### config.mk
export PLATFORM = sky130hd
export DESIGN_NAME = gpp_port
export DESIGN_NICKNAME = d
export VERILOG_FILES = /design/src/verilog/gpp_pkg.sv /design/src/verilog/gpp_port.sv /design/src/verilog/gpp_sync.sv /design/src/verilog/gpp_padmem.sv
export SDC_FILE = /design/constraint.sdc
export NUM_CORES = 1
export LEC_CHECK = 0
export BUFFER_PORTS_ARGS = -buffer_cell sky130_fd_sc_hd__buf_2
export CORE_MARGIN = 5
export CORE_UTILIZATION = 40
export CTS_BUF_LIST = sky130_fd_sc_hd__clkbuf_4
export CTS_CLUSTER_DIAMETER = 40
export CTS_CLUSTER_SIZE = 16
export DETAILED_ROUTE_END_ITERATION = 8
export MAX_ROUTING_LAYER = met4
export PLACE_DENSITY_LB_ADDON = 0.1
export RECOVER_POWER = 100
export SYNTH_ARGS = -nofsm -noshare
export SYNTH_HDL_FRONTEND = slang
export SYNTH_SLANG_ARGS = --single-unit
### constraint.sdc
create_clock -name clk_i -period 6.8 [get_ports clk_i]
set_input_delay 0.68 -clock clk_i [delete_from_list [all_inputs] [get_ports clk_i]]
set_output_delay 0.68 -clock clk_i [all_outputs]
set_load 0.02 [all_outputs]
### src/verilog/gpp_pkg.sv
// gpp_pkg: constants and types shared by the gpio port block
package gpp_pkg;
    localparam int GPP_PINS = 8;
    // register byte offsets
    localparam logic [11:0] GPP_DATA_BASE = 12'h000; // 0x000..0x3fc masked data
    localparam logic [11:0] GPP_DIR_OFF = 12'h400;
    localparam logic [11:0] GPP_AFSEL_OFF = 12'h404;
    localparam logic [11:0] GPP_ISENSE_OFF = 12'h408;
    localparam logic [11:0] GPP_IBOTH_OFF = 12'h40c;
    localparam logic [11:0] GPP_IEVENT_OFF = 12'h410;
    localparam logic [11:0] GPP_IMASK_OFF = 12'h414;
    localparam logic [11:0] GPP_RIS_OFF = 12'h418;
    localparam logic [11:0] GPP_MIS_OFF = 12'h41c;
    localparam logic [11:0] GPP_ICLR_OFF = 12'h420;
    localparam logic [11:0] GPP_PADSEL_OFF = 12'h424;
    localparam logic [11:0] GPP_PADCFG_OFF = 12'h428;
    localparam logic [11:0] GPP_MODE_OFF = 12'h42c;
    localparam logic [11:0] GPP_ITYPE_OFF = 12'h430;
    // data address field holding the pin select mask
    localparam int GPP_MASK_LSB = 2;
    // drive strength codes
    localparam logic [1:0] GPP_DRV_2MA = 2'h0;
    localparam logic [1:0] GPP_DRV_4MA = 2'h1;
    localparam logic [1:0] GPP_DRV_8MA = 2'h2;
    localparam logic [1:0] GPP_DRV_8MA_SC = 2'h3;
    // pad type codes
    localparam logic [2:0] GPP_PT_STD = 3'h0;
    localparam logic [2:0] GPP_PT_STD_WPU = 3'h1;
    localparam logic [2:0] GPP_PT_STD_WPD = 3'h2;
    localparam logic [2:0] GPP_PT_OD = 3'h3;
    localparam logic [2:0] GPP_PT_OD_WPU = 3'h4;
    localparam logic [2:0] GPP_PT_OD_WPD = 3'h5;
    localparam logic [2:0] GPP_PT_ANALOG = 3'h6;
    // control modes read back per pin
    localparam logic [1:0] GPP_MODE_SW_IN = 2'h0;
    localparam logic [1:0] GPP_MODE_SW_OUT = 2'h1;
    localparam logic [1:0] GPP_MODE_HW = 2'h2;
    // interrupt types read back per pin
    localparam logic [2:0] GPP_IT_FALL = 3'h0;
    localparam logic [2:0] GPP_IT_RISE = 3'h1;
    localparam logic [2:0] GPP_IT_BOTH = 3'h2;
    localparam logic [2:0] GPP_IT_LOW = 3'h3;
    localparam logic [2:0] GPP_IT_HIGH = 3'h4;
    // per pin pad setting
    typedef struct packed {
        logic [1:0] drive;
        logic [2:0] ptype;
    } gpp_pad_s;
    localparam gpp_pad_s GPP_PAD_RST = '{drive: 2'h0, ptype: 3'h0};
    // pad controls toward the pad ring
    typedef struct packed {
        logic [7:0] drv2;
        logic [7:0] drv4;
        logic [7:0] drv8;
        logic [7:0] slew;
        logic [7:0] pull_up;
        logic [7:0] pull_dn;
        logic [7:0] open_drain;
        logic [7:0] analog;
    } gpp_padctl_s;
endpackage : gpp_pkg

### src/verilog/gpp_port.sv
// gpp_port: eight pin gpio port with apb registers
// How it works
// - up to eight pins are controlled independently, the count set by N.
// - each pin has its own direction bit and all pins reset as inputs.
// - inputs raise interrupts on high, low, rising, falling or both edges.
// - each pin holds a drive of 2, 4 or 8 mA, reset to 2 mA.
// - slew limiting is offered only together with the 8 mA drive.
// - each pin may take a weak pull-up or pull-down, none after reset.
// - each pin may be open-drain, push-pull after reset.
// - pins go to software or a peripheral, software after reset.
// - data reads take address bits as a pin mask and zero the rest.
// - masked data writes change all selected pins at once, others kept.
// - mask bit n stands for pin n, pin zero in bit zero.
// - each pin's mode (sw in, sw out, hardware) reads back per pin.
// - per pin readback is addressed by a pin index from 0 to 7.
// - writing ones to the clear register drops pending pin interrupts.
// - an analog pad type exists beside push-pull and open-drain types.
//
// Local design decisions: the address map and register access over APB.
`timescale 1ns/1ps
`default_nettype none
module gpp_port
    import gpp_pkg::*;
#(
    parameter int N = GPP_PINS // pins present
) (
    input wire logic clk_i, // 200 MHz system clock
    input wire logic rst_n_i, // async reset, active low
    input wire logic psel, // apb select
    input wire logic penable, // apb access phase
    input wire logic pwrite, // apb direction
    input wire logic [11:0] paddr, // apb byte address
    input wire logic [31:0] pwdata, // apb write data
    output logic [31:0] prdata, // apb read data
    output logic pready, // apb ready
    output logic pslverr, // apb error
    input wire logic [7:0] pin_i, // pad input levels
    output logic [7:0] pin_o, // pad output levels
    output logic [7:0] pin_oe_o, // pad output enables
    input wire logic [7:0] periph_o_i, // peripheral output data
    input wire logic [7:0] periph_oe_i, // peripheral output enables
    output logic [7:0] periph_i_o, // pin levels to peripherals
    output gpp_pkg::gpp_padctl_s padctl_o, // pad ring controls
    output logic irq_o // port interrupt, active high
);
    logic [7:0] pin_sync;
    logic [7:0] pin_prev_r, data_r, dir_r, afsel_r, sense_r, both_r;
    logic [7:0] event_r, imask_r, ris_r, iclr_set, padsel_r;
    logic [7:0] pres, hit, pad_we, od_vec;
    logic [2:0] idx_r;
    logic [7:0] mis, drv_d, drv_e;
    gpp_pad_s pad_rd;
    gpp_pad_s [7:0] pad_all;
    logic acc, wr, rd_phase, data_hit;
    logic [7:0] sel_mask;

    assign pres = 8'((9'h1 << N) - 9'h1); // pins really present
    assign acc = psel && penable;
    assign wr = acc && pwrite;
    assign data_hit = (paddr[11:10] == GPP_DATA_BASE[11:10]);
    assign sel_mask = paddr[GPP_MASK_LSB +: 8] & pres;
    assign mis = ris_r & imask_r;

    // pad input levels feed the pin synchroniser
    gpp_sync #(.W(8)) u_sync (
        .clk_i(clk_i),
        .rst_n_i(rst_n_i),
        .d_i(pin_i),
        .q_o(pin_sync)
    );

    // pad settings live in the small memory
    gpp_padmem #(.N(8)) u_pad (
        .clk_i(clk_i),
        .rst_n_i(rst_n_i),
        .we_i(pad_we),
        .wdata_i(gpp_pad_s'({pwdata[4:3], pwdata[2:0]})),
        .raddr_i(idx_r),
        .rdata_o(pad_rd),
        .all_o(pad_all)
    );
    assign pad_we = (wr && paddr == GPP_PADCFG_OFF) ? (padsel_r & pres) : '0;

    // mode code for one pin
    function automatic logic [1:0] mode_of(input logic d, input logic a);
        if (a) mode_of = GPP_MODE_HW;
        else if (d) mode_of = GPP_MODE_SW_OUT;
        else mode_of = GPP_MODE_SW_IN;
    endfunction

    // interrupt type code for one pin
    function automatic logic [2:0] itype_of(input logic s, input logic b,
                                            input logic e);
        if (s) itype_of = e ? GPP_IT_HIGH : GPP_IT_LOW;
        else if (b) itype_of = GPP_IT_BOTH;
        else itype_of = e ? GPP_IT_RISE : GPP_IT_FALL;
    endfunction

    // software data register, masked write
    always_ff @(posedge clk_i or negedge rst_n_i) begin
        if (!rst_n_i) data_r <= '0;
        else if (wr && data_hit)
            data_r <= (data_r & ~sel_mask) | (pwdata[7:0] & sel_mask);
    end

    // direction and function select, both reset to software input
    always_ff @(posedge clk_i or negedge rst_n_i) begin
        if (!rst_n_i) begin
            dir_r <= '0;
            afsel_r <= '0;
        end else if (wr) begin
            if (paddr == GPP_DIR_OFF) dir_r <= pwdata[7:0] & pres;
            if (paddr == GPP_AFSEL_OFF) afsel_r <= pwdata[7:0] & pres;
        end
    end

    // interrupt type, enables, pad select and readback index
    always_ff @(posedge clk_i or negedge rst_n_i) begin
        if (!rst_n_i) begin
            sense_r <= '0;
            both_r <= '0;
            event_r <= '0;
            imask_r <= '0;
            padsel_r <= '0;
            idx_r <= '0;
        end else if (wr) begin
            case (paddr)
                GPP_ISENSE_OFF: sense_r <= pwdata[7:0];
                GPP_IBOTH_OFF: both_r <= pwdata[7:0];
                GPP_IEVENT_OFF: event_r <= pwdata[7:0];
                GPP_IMASK_OFF: imask_r <= pwdata[7:0];
                GPP_PADSEL_OFF: padsel_r <= pwdata[7:0];
                GPP_MODE_OFF, GPP_ITYPE_OFF, GPP_PADCFG_OFF:
                    idx_r <= pwdata[10:8];
                default: ;
            endcase
        end
    end

    // condition detection on the synchronised pins
    always_comb begin
        for (int i = 0; i < 8; i++) begin
            if (sense_r[i])
                hit[i] = (pin_sync[i] == event_r[i]);
            else if (both_r[i])
                hit[i] = pin_sync[i] ^ pin_prev_r[i];
            else
                hit[i] = event_r[i] ? (pin_sync[i] & ~pin_prev_r[i])
                                    : (~pin_sync[i] & pin_prev_r[i]);
        end
        hit = hit & pres & ~dir_r & ~afsel_r;
    end

    assign iclr_set = (wr && paddr == GPP_ICLR_OFF) ? pwdata[7:0] : '0;

    // previous sample and sticky raw status; a new hit beats a clear
    always_ff @(posedge clk_i or negedge rst_n_i) begin
        if (!rst_n_i) begin
            pin_prev_r <= '0;
            ris_r <= '0;
        end else begin
            pin_prev_r <= pin_sync;
            ris_r <= (ris_r & ~iclr_set) | hit;
        end
    end

    // drive source: peripheral when handed over, else data and direction
    assign drv_d = (afsel_r & periph_o_i) | (~afsel_r & data_r);
    assign drv_e = (afsel_r & periph_oe_i) | (~afsel_r & dir_r);

    // pin drive; an open-drain pin only ever pulls low, never drives high
    always_ff @(posedge clk_i or negedge rst_n_i) begin
        if (!rst_n_i) begin
            pin_o <= '0;
            pin_oe_o <= '0;
            periph_i_o <= '0;
        end else begin
            pin_o <= drv_d & ~od_vec;
            pin_oe_o <= drv_e & pres & ~(od_vec & drv_d);
            periph_i_o <= pin_sync & afsel_r;
        end
    end

    // pad type decode
    always_comb begin
        for (int i = 0; i < 8; i++)
            od_vec[i] = pad_all[i].ptype inside {GPP_PT_OD, GPP_PT_OD_WPU,
                                                 GPP_PT_OD_WPD};
    end

    // pad ring controls, registered
    always_ff @(posedge clk_i or negedge rst_n_i) begin
        if (!rst_n_i) begin
            padctl_o <= '0;
            padctl_o.drv2 <= 8'hff;
        end else begin
            for (int i = 0; i < 8; i++) begin
                padctl_o.drv2[i] <= pad_all[i].drive == GPP_DRV_2MA;
                padctl_o.drv4[i] <= pad_all[i].drive == GPP_DRV_4MA;
                padctl_o.drv8[i] <= pad_all[i].drive[1];
                padctl_o.slew[i] <= pad_all[i].drive == GPP_DRV_8MA_SC;
                padctl_o.pull_up[i] <= pad_all[i].ptype inside
                    {GPP_PT_STD_WPU, GPP_PT_OD_WPU};
                padctl_o.pull_dn[i] <= pad_all[i].ptype inside
                    {GPP_PT_STD_WPD, GPP_PT_OD_WPD};
                padctl_o.open_drain[i] <= od_vec[i];
                padctl_o.analog[i] <= pad_all[i].ptype == GPP_PT_ANALOG;
            end
        end
    end

    // interrupt output from enabled status only
    always_ff @(posedge clk_i or negedge rst_n_i) begin
        if (!rst_n_i) irq_o <= 1'b0;
        else irq_o <= |((((ris_r & ~iclr_set) | hit)) & imask_r);
    end

    // apb: two cycle access, setup then one access cycle with ready
    always_ff @(posedge clk_i or negedge rst_n_i) begin
        if (!rst_n_i) begin
            pready <= 1'b0;
            prdata <= '0;
            pslverr <= 1'b0;
        end else begin
            pready <= psel && !penable;
            pslverr <= 1'b0;
            prdata <= '0;
            if (psel && !penable && !pwrite) begin
                if (data_hit) prdata <= {24'h0, (pin_sync & ~dir_r
                    | data_r & dir_r) & sel_mask};
                else begin
                    case (paddr)
                        GPP_DIR_OFF: prdata <= {24'h0, dir_r};
                        GPP_AFSEL_OFF: prdata <= {24'h0, afsel_r};
                        GPP_ISENSE_OFF: prdata <= {24'h0, sense_r};
                        GPP_IBOTH_OFF: prdata <= {24'h0, both_r};
                        GPP_IEVENT_OFF: prdata <= {24'h0, event_r};
                        GPP_IMASK_OFF: prdata <= {24'h0, imask_r};
                        GPP_RIS_OFF: prdata <= {24'h0, ris_r};
                        GPP_MIS_OFF: prdata <= {24'h0, mis};
                        GPP_PADSEL_OFF: prdata <= {24'h0, padsel_r};
                        GPP_PADCFG_OFF: prdata <= {21'h0, idx_r,
                            3'h0, pad_rd};
                        GPP_MODE_OFF: prdata <= {21'h0, idx_r, 6'h0,
                            mode_of(dir_r[idx_r], afsel_r[idx_r])};
                        GPP_ITYPE_OFF: prdata <= {21'h0, idx_r, 5'h0,
                            itype_of(sense_r[idx_r], both_r[idx_r],
                                     event_r[idx_r])};
                        default: pslverr <= 1'b1;
                    endcase
                end
            end
        end
    end
    assign rd_phase = acc && !pwrite;

    // pready comes exactly one cycle after setup
    property p_ready_timing;
        @(posedge clk_i) disable iff (!rst_n_i)
        (psel && !penable) |=> pready;
    endproperty
    a_ready_timing: assert property (p_ready_timing) else $error("no ready");
    // masked write leaves unselected bits
    property p_masked_write;
        @(posedge clk_i) disable iff (!rst_n_i)
        (wr && data_hit) |=> ((data_r & ~$past(sel_mask))
            == ($past(data_r) & ~$past(sel_mask)));
    endproperty
    a_masked_write: assert property (p_masked_write)
        else $error("unselected pin changed");
    property p_write_sets;
        @(posedge clk_i) disable iff (!rst_n_i)
        (wr && data_hit) |=> ((data_r & $past(sel_mask))
            == ($past(pwdata[7:0]) & $past(sel_mask)));
    endproperty
    a_write_sets: assert property (p_write_sets)
        else $error("selected pin not written");
    property p_hit_sets;
        @(posedge clk_i) disable iff (!rst_n_i)
        (hit != 0) |=> ((ris_r & $past(hit)) == $past(hit));
    endproperty
    a_hit_sets: assert property (p_hit_sets) else $error("event lost");
    property p_irq;
        @(posedge clk_i) disable iff (!rst_n_i) (mis != 0) |-> ##[0:1] irq_o;
    endproperty
    a_irq: assert property (p_irq) else $error("irq missing");
    property p_irq_masked;
        @(posedge clk_i) disable iff (!rst_n_i) (imask_r == 0) [*2] |-> !irq_o;
    endproperty
    a_irq_masked: assert property (p_irq_masked)
        else $error("masked irq seen");
    property p_slew_8ma;
        @(posedge clk_i) disable iff (!rst_n_i)
        (padctl_o.slew & ~padctl_o.drv8) == 8'h00;
    endproperty
    a_slew_8ma: assert property (p_slew_8ma) else $error("slew w/o 8ma");
    property p_read_mask;
        @(posedge clk_i) disable iff (!rst_n_i)
        (psel && !penable && !pwrite && data_hit) |=>
            ((prdata[7:0] & ~$past(sel_mask)) == 8'h00);
    endproperty
    a_read_mask: assert property (p_read_mask)
        else $error("unselected pin read");
    c_masked_write: cover property (@(posedge clk_i) wr && data_hit);
    c_irq: cover property (@(posedge clk_i) $rose(irq_o));
    c_handover: cover property (@(posedge clk_i) afsel_r != 0);
    c_rd_phase: cover property (@(posedge clk_i) rd_phase && pready);
endmodule // gpp_port
`default_nettype wire

### src/verilog/gpp_sync.sv
// gpp_sync: two flip-flop synchroniser for the pin inputs
`timescale 1ns/1ps
`default_nettype none
module gpp_sync #(
    parameter int W = 8
) (
    input wire logic clk_i, // system clock
    input wire logic rst_n_i, // async reset, active low
    input wire logic [W-1:0] d_i, // asynchronous input
    output logic [W-1:0] q_o // synchronised output
);
    logic [W-1:0] meta_r;
    // first stage feeds only the second
    always_ff @(posedge clk_i or negedge rst_n_i) begin
        if (!rst_n_i) begin
            meta_r <= '0;
            q_o <= '0;
        end else begin
            meta_r <= d_i;
            q_o <= meta_r;
        end
    end
endmodule // gpp_sync
`default_nettype wire

### src/verilog/gpp_padmem.sv
// gpp_padmem: per pin pad setting store with registered read
`timescale 1ns/1ps
`default_nettype none
module gpp_padmem
    import gpp_pkg::*;
#(
    parameter int N = 8
) (
    input wire logic clk_i, // system clock
    input wire logic rst_n_i, // async reset, active low
    input wire logic [N-1:0] we_i, // write strobe per pin
    input wire gpp_pkg::gpp_pad_s wdata_i, // setting to write
    input wire logic [2:0] raddr_i, // pin index to read
    output gpp_pkg::gpp_pad_s rdata_o, // registered read data
    output gpp_pkg::gpp_pad_s [N-1:0] all_o // every pin's setting
);
    gpp_pad_s mem_r [N];
    // each selected pin takes the new setting; reset gives 2 mA push-pull
    always_ff @(posedge clk_i or negedge rst_n_i) begin
        if (!rst_n_i) begin
            for (int i = 0; i < N; i++) mem_r[i] <= GPP_PAD_RST;
        end else begin
            for (int i = 0; i < N; i++) if (we_i[i]) mem_r[i] <= wdata_i;
        end
    end
    // registered read port
    always_ff @(posedge clk_i or negedge rst_n_i) begin
        if (!rst_n_i) rdata_o <= GPP_PAD_RST;
        else rdata_o <= (32'(raddr_i) < N) ? mem_r[raddr_i] : GPP_PAD_RST;
    end
    always_comb begin
        for (int i = 0; i < N; i++) all_o[i] = mem_r[i];
    end
endmodule // gpp_padmem
`default_nettype wire

==> flow_metrics.env <==
export IMPL_outcome="complete, but fails checks"
export IMPL_violations="capacitance limit, slew limit"
export IMPL_num_vias=7913
export IMPL_hold_class="in -> async"
export IMPL_gr_usage_all_layers_pct=19.9
export IMPL_port_buffers=153
export IMPL_path_cells="buf_2 -> nor4_1 -> nand3_2 -> nor3_1 -> nand2_4 -> mux2_1"
export IMPL_clock_latency_ns=0.66
export IMPL_syn_area_per_cell_um2=12.4
export IMPL_hold_violations=0
export IMPL_postCtsHoldBufs=0
export IMPL_fin_setup_tns_ns=0
export IMPL_path_buf_inv=1
export IMPL_fin_crit_ns=4.19
export IMPL_reg2reg_setup_slack_ns=2.94
export IMPL_maxCapViolCount=4
export IMPL_worst_path_max_fanout=8
export IMPL_r2r_end="prdata[0]"
export IMPL_cts_tree="built"
export IMPL_synth_top_area_share_pct=52.0
export IMPL_yosysMostFrequentCell="dfrtp_1"
export IMPL_ioPinCount=196
export IMPL_synth_area_leaders="dfrtp_1 (52%), mux2_2 (8.0%), mux2_4 (5.2%)"
export IMPL_synthDistinctLibCells=64
export IMPL_wl_um=30900
export IMPL_cts_buffers=38
export IMPL_r2r_start="idx_r[0]"
export IMPL_synth_seq_cells=246
export IMPL_synthArstFlopShare_pct=100
export IMPL_ctsResizeCount=0
export IMPL_ys_flop_type="dfrtp_1"
export IMPL_drive_above_1_share_pct=21.8
export IMPL_dieArea_um2=32100
export IMPL_grt_pass1_wl_um=47400
export IMPL_crit_path_end_kind="flop"
export IMPL_hpwl_um=21600
export IMPL_utilization_pct=45.1
export IMPL_die_h_um=179
export IMPL_die_width_um=179
export IMPL_tightestPinTransition_ns=3.37
export IMPL_synth_seq_area_share_pct=53.8
export IMPL_seqPwrFrac_pct=54.2
export IMPL_grt_overflow=0
export IMPL_whs_ns=0.0811
export IMPL_setup_violations_final=0
export IMPL_drtIter0Drc=600
export IMPL_critPathRequiredTime_ns=7.31
export IMPL_via_per_inst=5.25
export IMPL_final_cells=1508
export IMPL_ir_drop_mv=0.0899
export IMPL_path_delay_family="simple AND/OR/NAND/NOR gates"
export IMPL_coreArea_um2=28500
export IMPL_area_delta_synth_final_pct=12.1
export IMPL_rsz0062_at_grt="no"
export IMPL_ctsLongestPathBuffers=3
export IMPL_synth_edf_count=0
export IMPL_slew_headroom_pct=-125
export IMPL_worst_setup_path_start_kind="input port"
export IMPL_power_internal_mw=2.06
export IMPL_clk_pin_slew_ns=0.12
export IMPL_antenna_found_initial=6
export IMPL_pwr_share_comb_pct=6.0
export IMPL_slowest_stage="nor3_1"
export IMPL_r2r_cells=6
export IMPL_timing_final_crit_share_pct=61.6
export IMPL_ant_nets=0
export IMPL_switching_share_pct=26.2
export IMPL_start_util_pct=40.2
export IMPL_clock_fmax_mhz=239
export IMPL_cts_root_buf="clkbuf_4"
export IMPL_cts_sinks=246
export IMPL_p_per_area_nw_per_um2=217
export IMPL_place_congestion=0.879
export IMPL_drcViolationCount=0
export IMPL_synth_top_cell_by_area="dfrtp_1"
export IMPL_dp_cells=1434
export IMPL_num_rows=62
export IMPL_p_switching_uw=728
export IMPL_nets=1179
export IMPL_maxSlewViolCount=101
export IMPL_dr_pass1_iters=6
export IMPL_p_leak_nw=5.87
export IMPL_synthCells=921
export IMPL_syn_area_um2=11500
export IMPL_synth_common_cells="dfrtp_1 (238), nand2_1 (82), mux2_2 (81)"
export IMPL_critical_path_class="in -> reg"
export IMPL_post_cts_buffers=0
export IMPL_yosys_warnings=0
export IMPL_first_global_vias=8072
export IMPL_avgRoutedWirePerCell_um=20.5
export IMPL_arrival_ns=4.70
export IMPL_crit_path_max_incr_delay_ns=1.95
export IMPL_fin_skew_ns=0.0355
export IMPL_grt_start_max_net_pins=123
export IMPL_power_frac_clock_pct=39.9
export IMPL_htreeDepth=2
==> placed cells by master (no fill, tap or decap), drive strengths merged, types with 4 or more instances in the layout <==
| cell | n |
|---|---|
| nand3b | 19 |
| and2 | 20 |
| nand2b | 11 |
| nor4 | 9 |
| nor2b | 15 |
| mux2i | 18 |
| nor3b | 5 |
| mux2 | 121 |
| diode | 6 |
| bufinv | 5 |
| ha | 16 |
| nand3 | 28 |
| inv | 34 |
| xnor2 | 16 |
| a22oi | 4 |
| mux4 | 25 |
| buf | 51 |
| nor2 | 49 |
| a211oi | 4 |
| a22o | 9 |
| dfrtp | 238 |
| a21oi | 19 |
| dfstp | 8 |
| clkinv | 10 |
| clkinvlp | 6 |
| a21o | 5 |
| a31oi | 8 |
| nand2 | 90 |
| o22ai | 7 |
| o21ai | 44 |
| conb | 21 |
| o211ai | 6 |
| nor3 | 14 |
| clkbuf | 150 |
==> power groups by stage <==
stage                     Sequential [mW]  Clock, mW  Combinational, mW
final                                1.51       1.11              0.166
after global routing                 1.51       1.22              0.186
after CTS                            1.51       1.16              0.175
after detailed placement             1.54          0              0.174
after global placement               1.54          0              0.173
after floorplan                      1.55          0             0.0829
==> final cells by class <==
cell class | instances | area (µm²)
repair buffers | 159 | 676
fillers | 2805 | 15600
diodes | 6 | 15.0
multi-input cells | 616 | 4780
flip-flops and latches | 246 | 6170
clock inverters | 26 | 298
inverters | 29 | 109
well taps | 384 | 480
clock buffers | 42 | 315
==> worst reg2reg max path: cells and delay by family, from the launching register on <==
family	cells	cell delay, ns
muxes	2	1.09
AOI/OAI and AO/OA	2	0.57
DFF	1	0.35
and+or+nand+nor	1	0.47
buffers and inverters	1	1.29
==> routing by layer <==
metal | track usage, % | part of all wire [%] | vias to the layer above
met5 | - | 0 | -
met4 | 5.33 | 2.3 | 0
met3 | 4.26 | 7.1 | 56
met2 | 31.3 | 47 | 296
met1 | 26.3 | 44 | 3930
li1 | - | - | 3631
==> cells by family (layout without fill, tap and decap cells) <==
family / Yosys count / after routing / synth area share, %
AND/OR/NAND/NOR: 276 / 276 / 13.3
XOR/XNOR: 17 / 17 / 1.30
adder cells (fa/ha/maj): 16 / 16 / 1.75
other: 1 / 27 / 0.0327
multiplexers: 164 / 164 / 19.7
buffers and inverters: 79 / 256 / 3.39
AO/OA/AOI/OAI: 122 / 122 / 6.74
flip-flops: 246 / 246 / 53.8
==> worst max path at each step <==
stage | startpoint | to | depth (start not counted)
2_1_floorplan | paddr[1] | u_pad.all_o[0] | 5
3_3_place_gp | paddr[1] | sense_r[1] | 5
3_5_place_dp | paddr[1] | sense_r[7] | 5
4_1_cts | idx_r[1] | prdata[0] | 6
5_1_grt | rst_n_i | u_sync.q_o[1] | 2
6_report | paddr[1] | u_pad.all_o[30] | 6
==> registers in the layout, summed over array words and instances, names as in the netlist, 3 cells and up, named ones only <==
name	cells
afsel_r	8
both_r	8
dir_r	8
event_r	8
idx_r	3
imask_r	8
padctl_o	64
padsel_r	8
periph_i_o	8
pin_o	8
pin_oe_o	8
pin_prev_r	8
prdata	11
ris_r	8
sense_r	8
u_pad.all_o	40
u_pad.rdata_o	5
u_sync.meta_r	8
u_sync.q_o	8
==> per-stage QoR <==
stage                     worst slack, ns  area (µm²)  total power, mW
after floorplan                      4.21       11500             1.63
after global placement               3.35       12500             1.71
after detailed placement             3.35       12500             1.71
after CTS                            3.92       13200             2.84
after global routing                 2.07       12800             2.92
final                                2.61       12800             2.78
No activity file was read; power rests on OpenSTA's default activity.
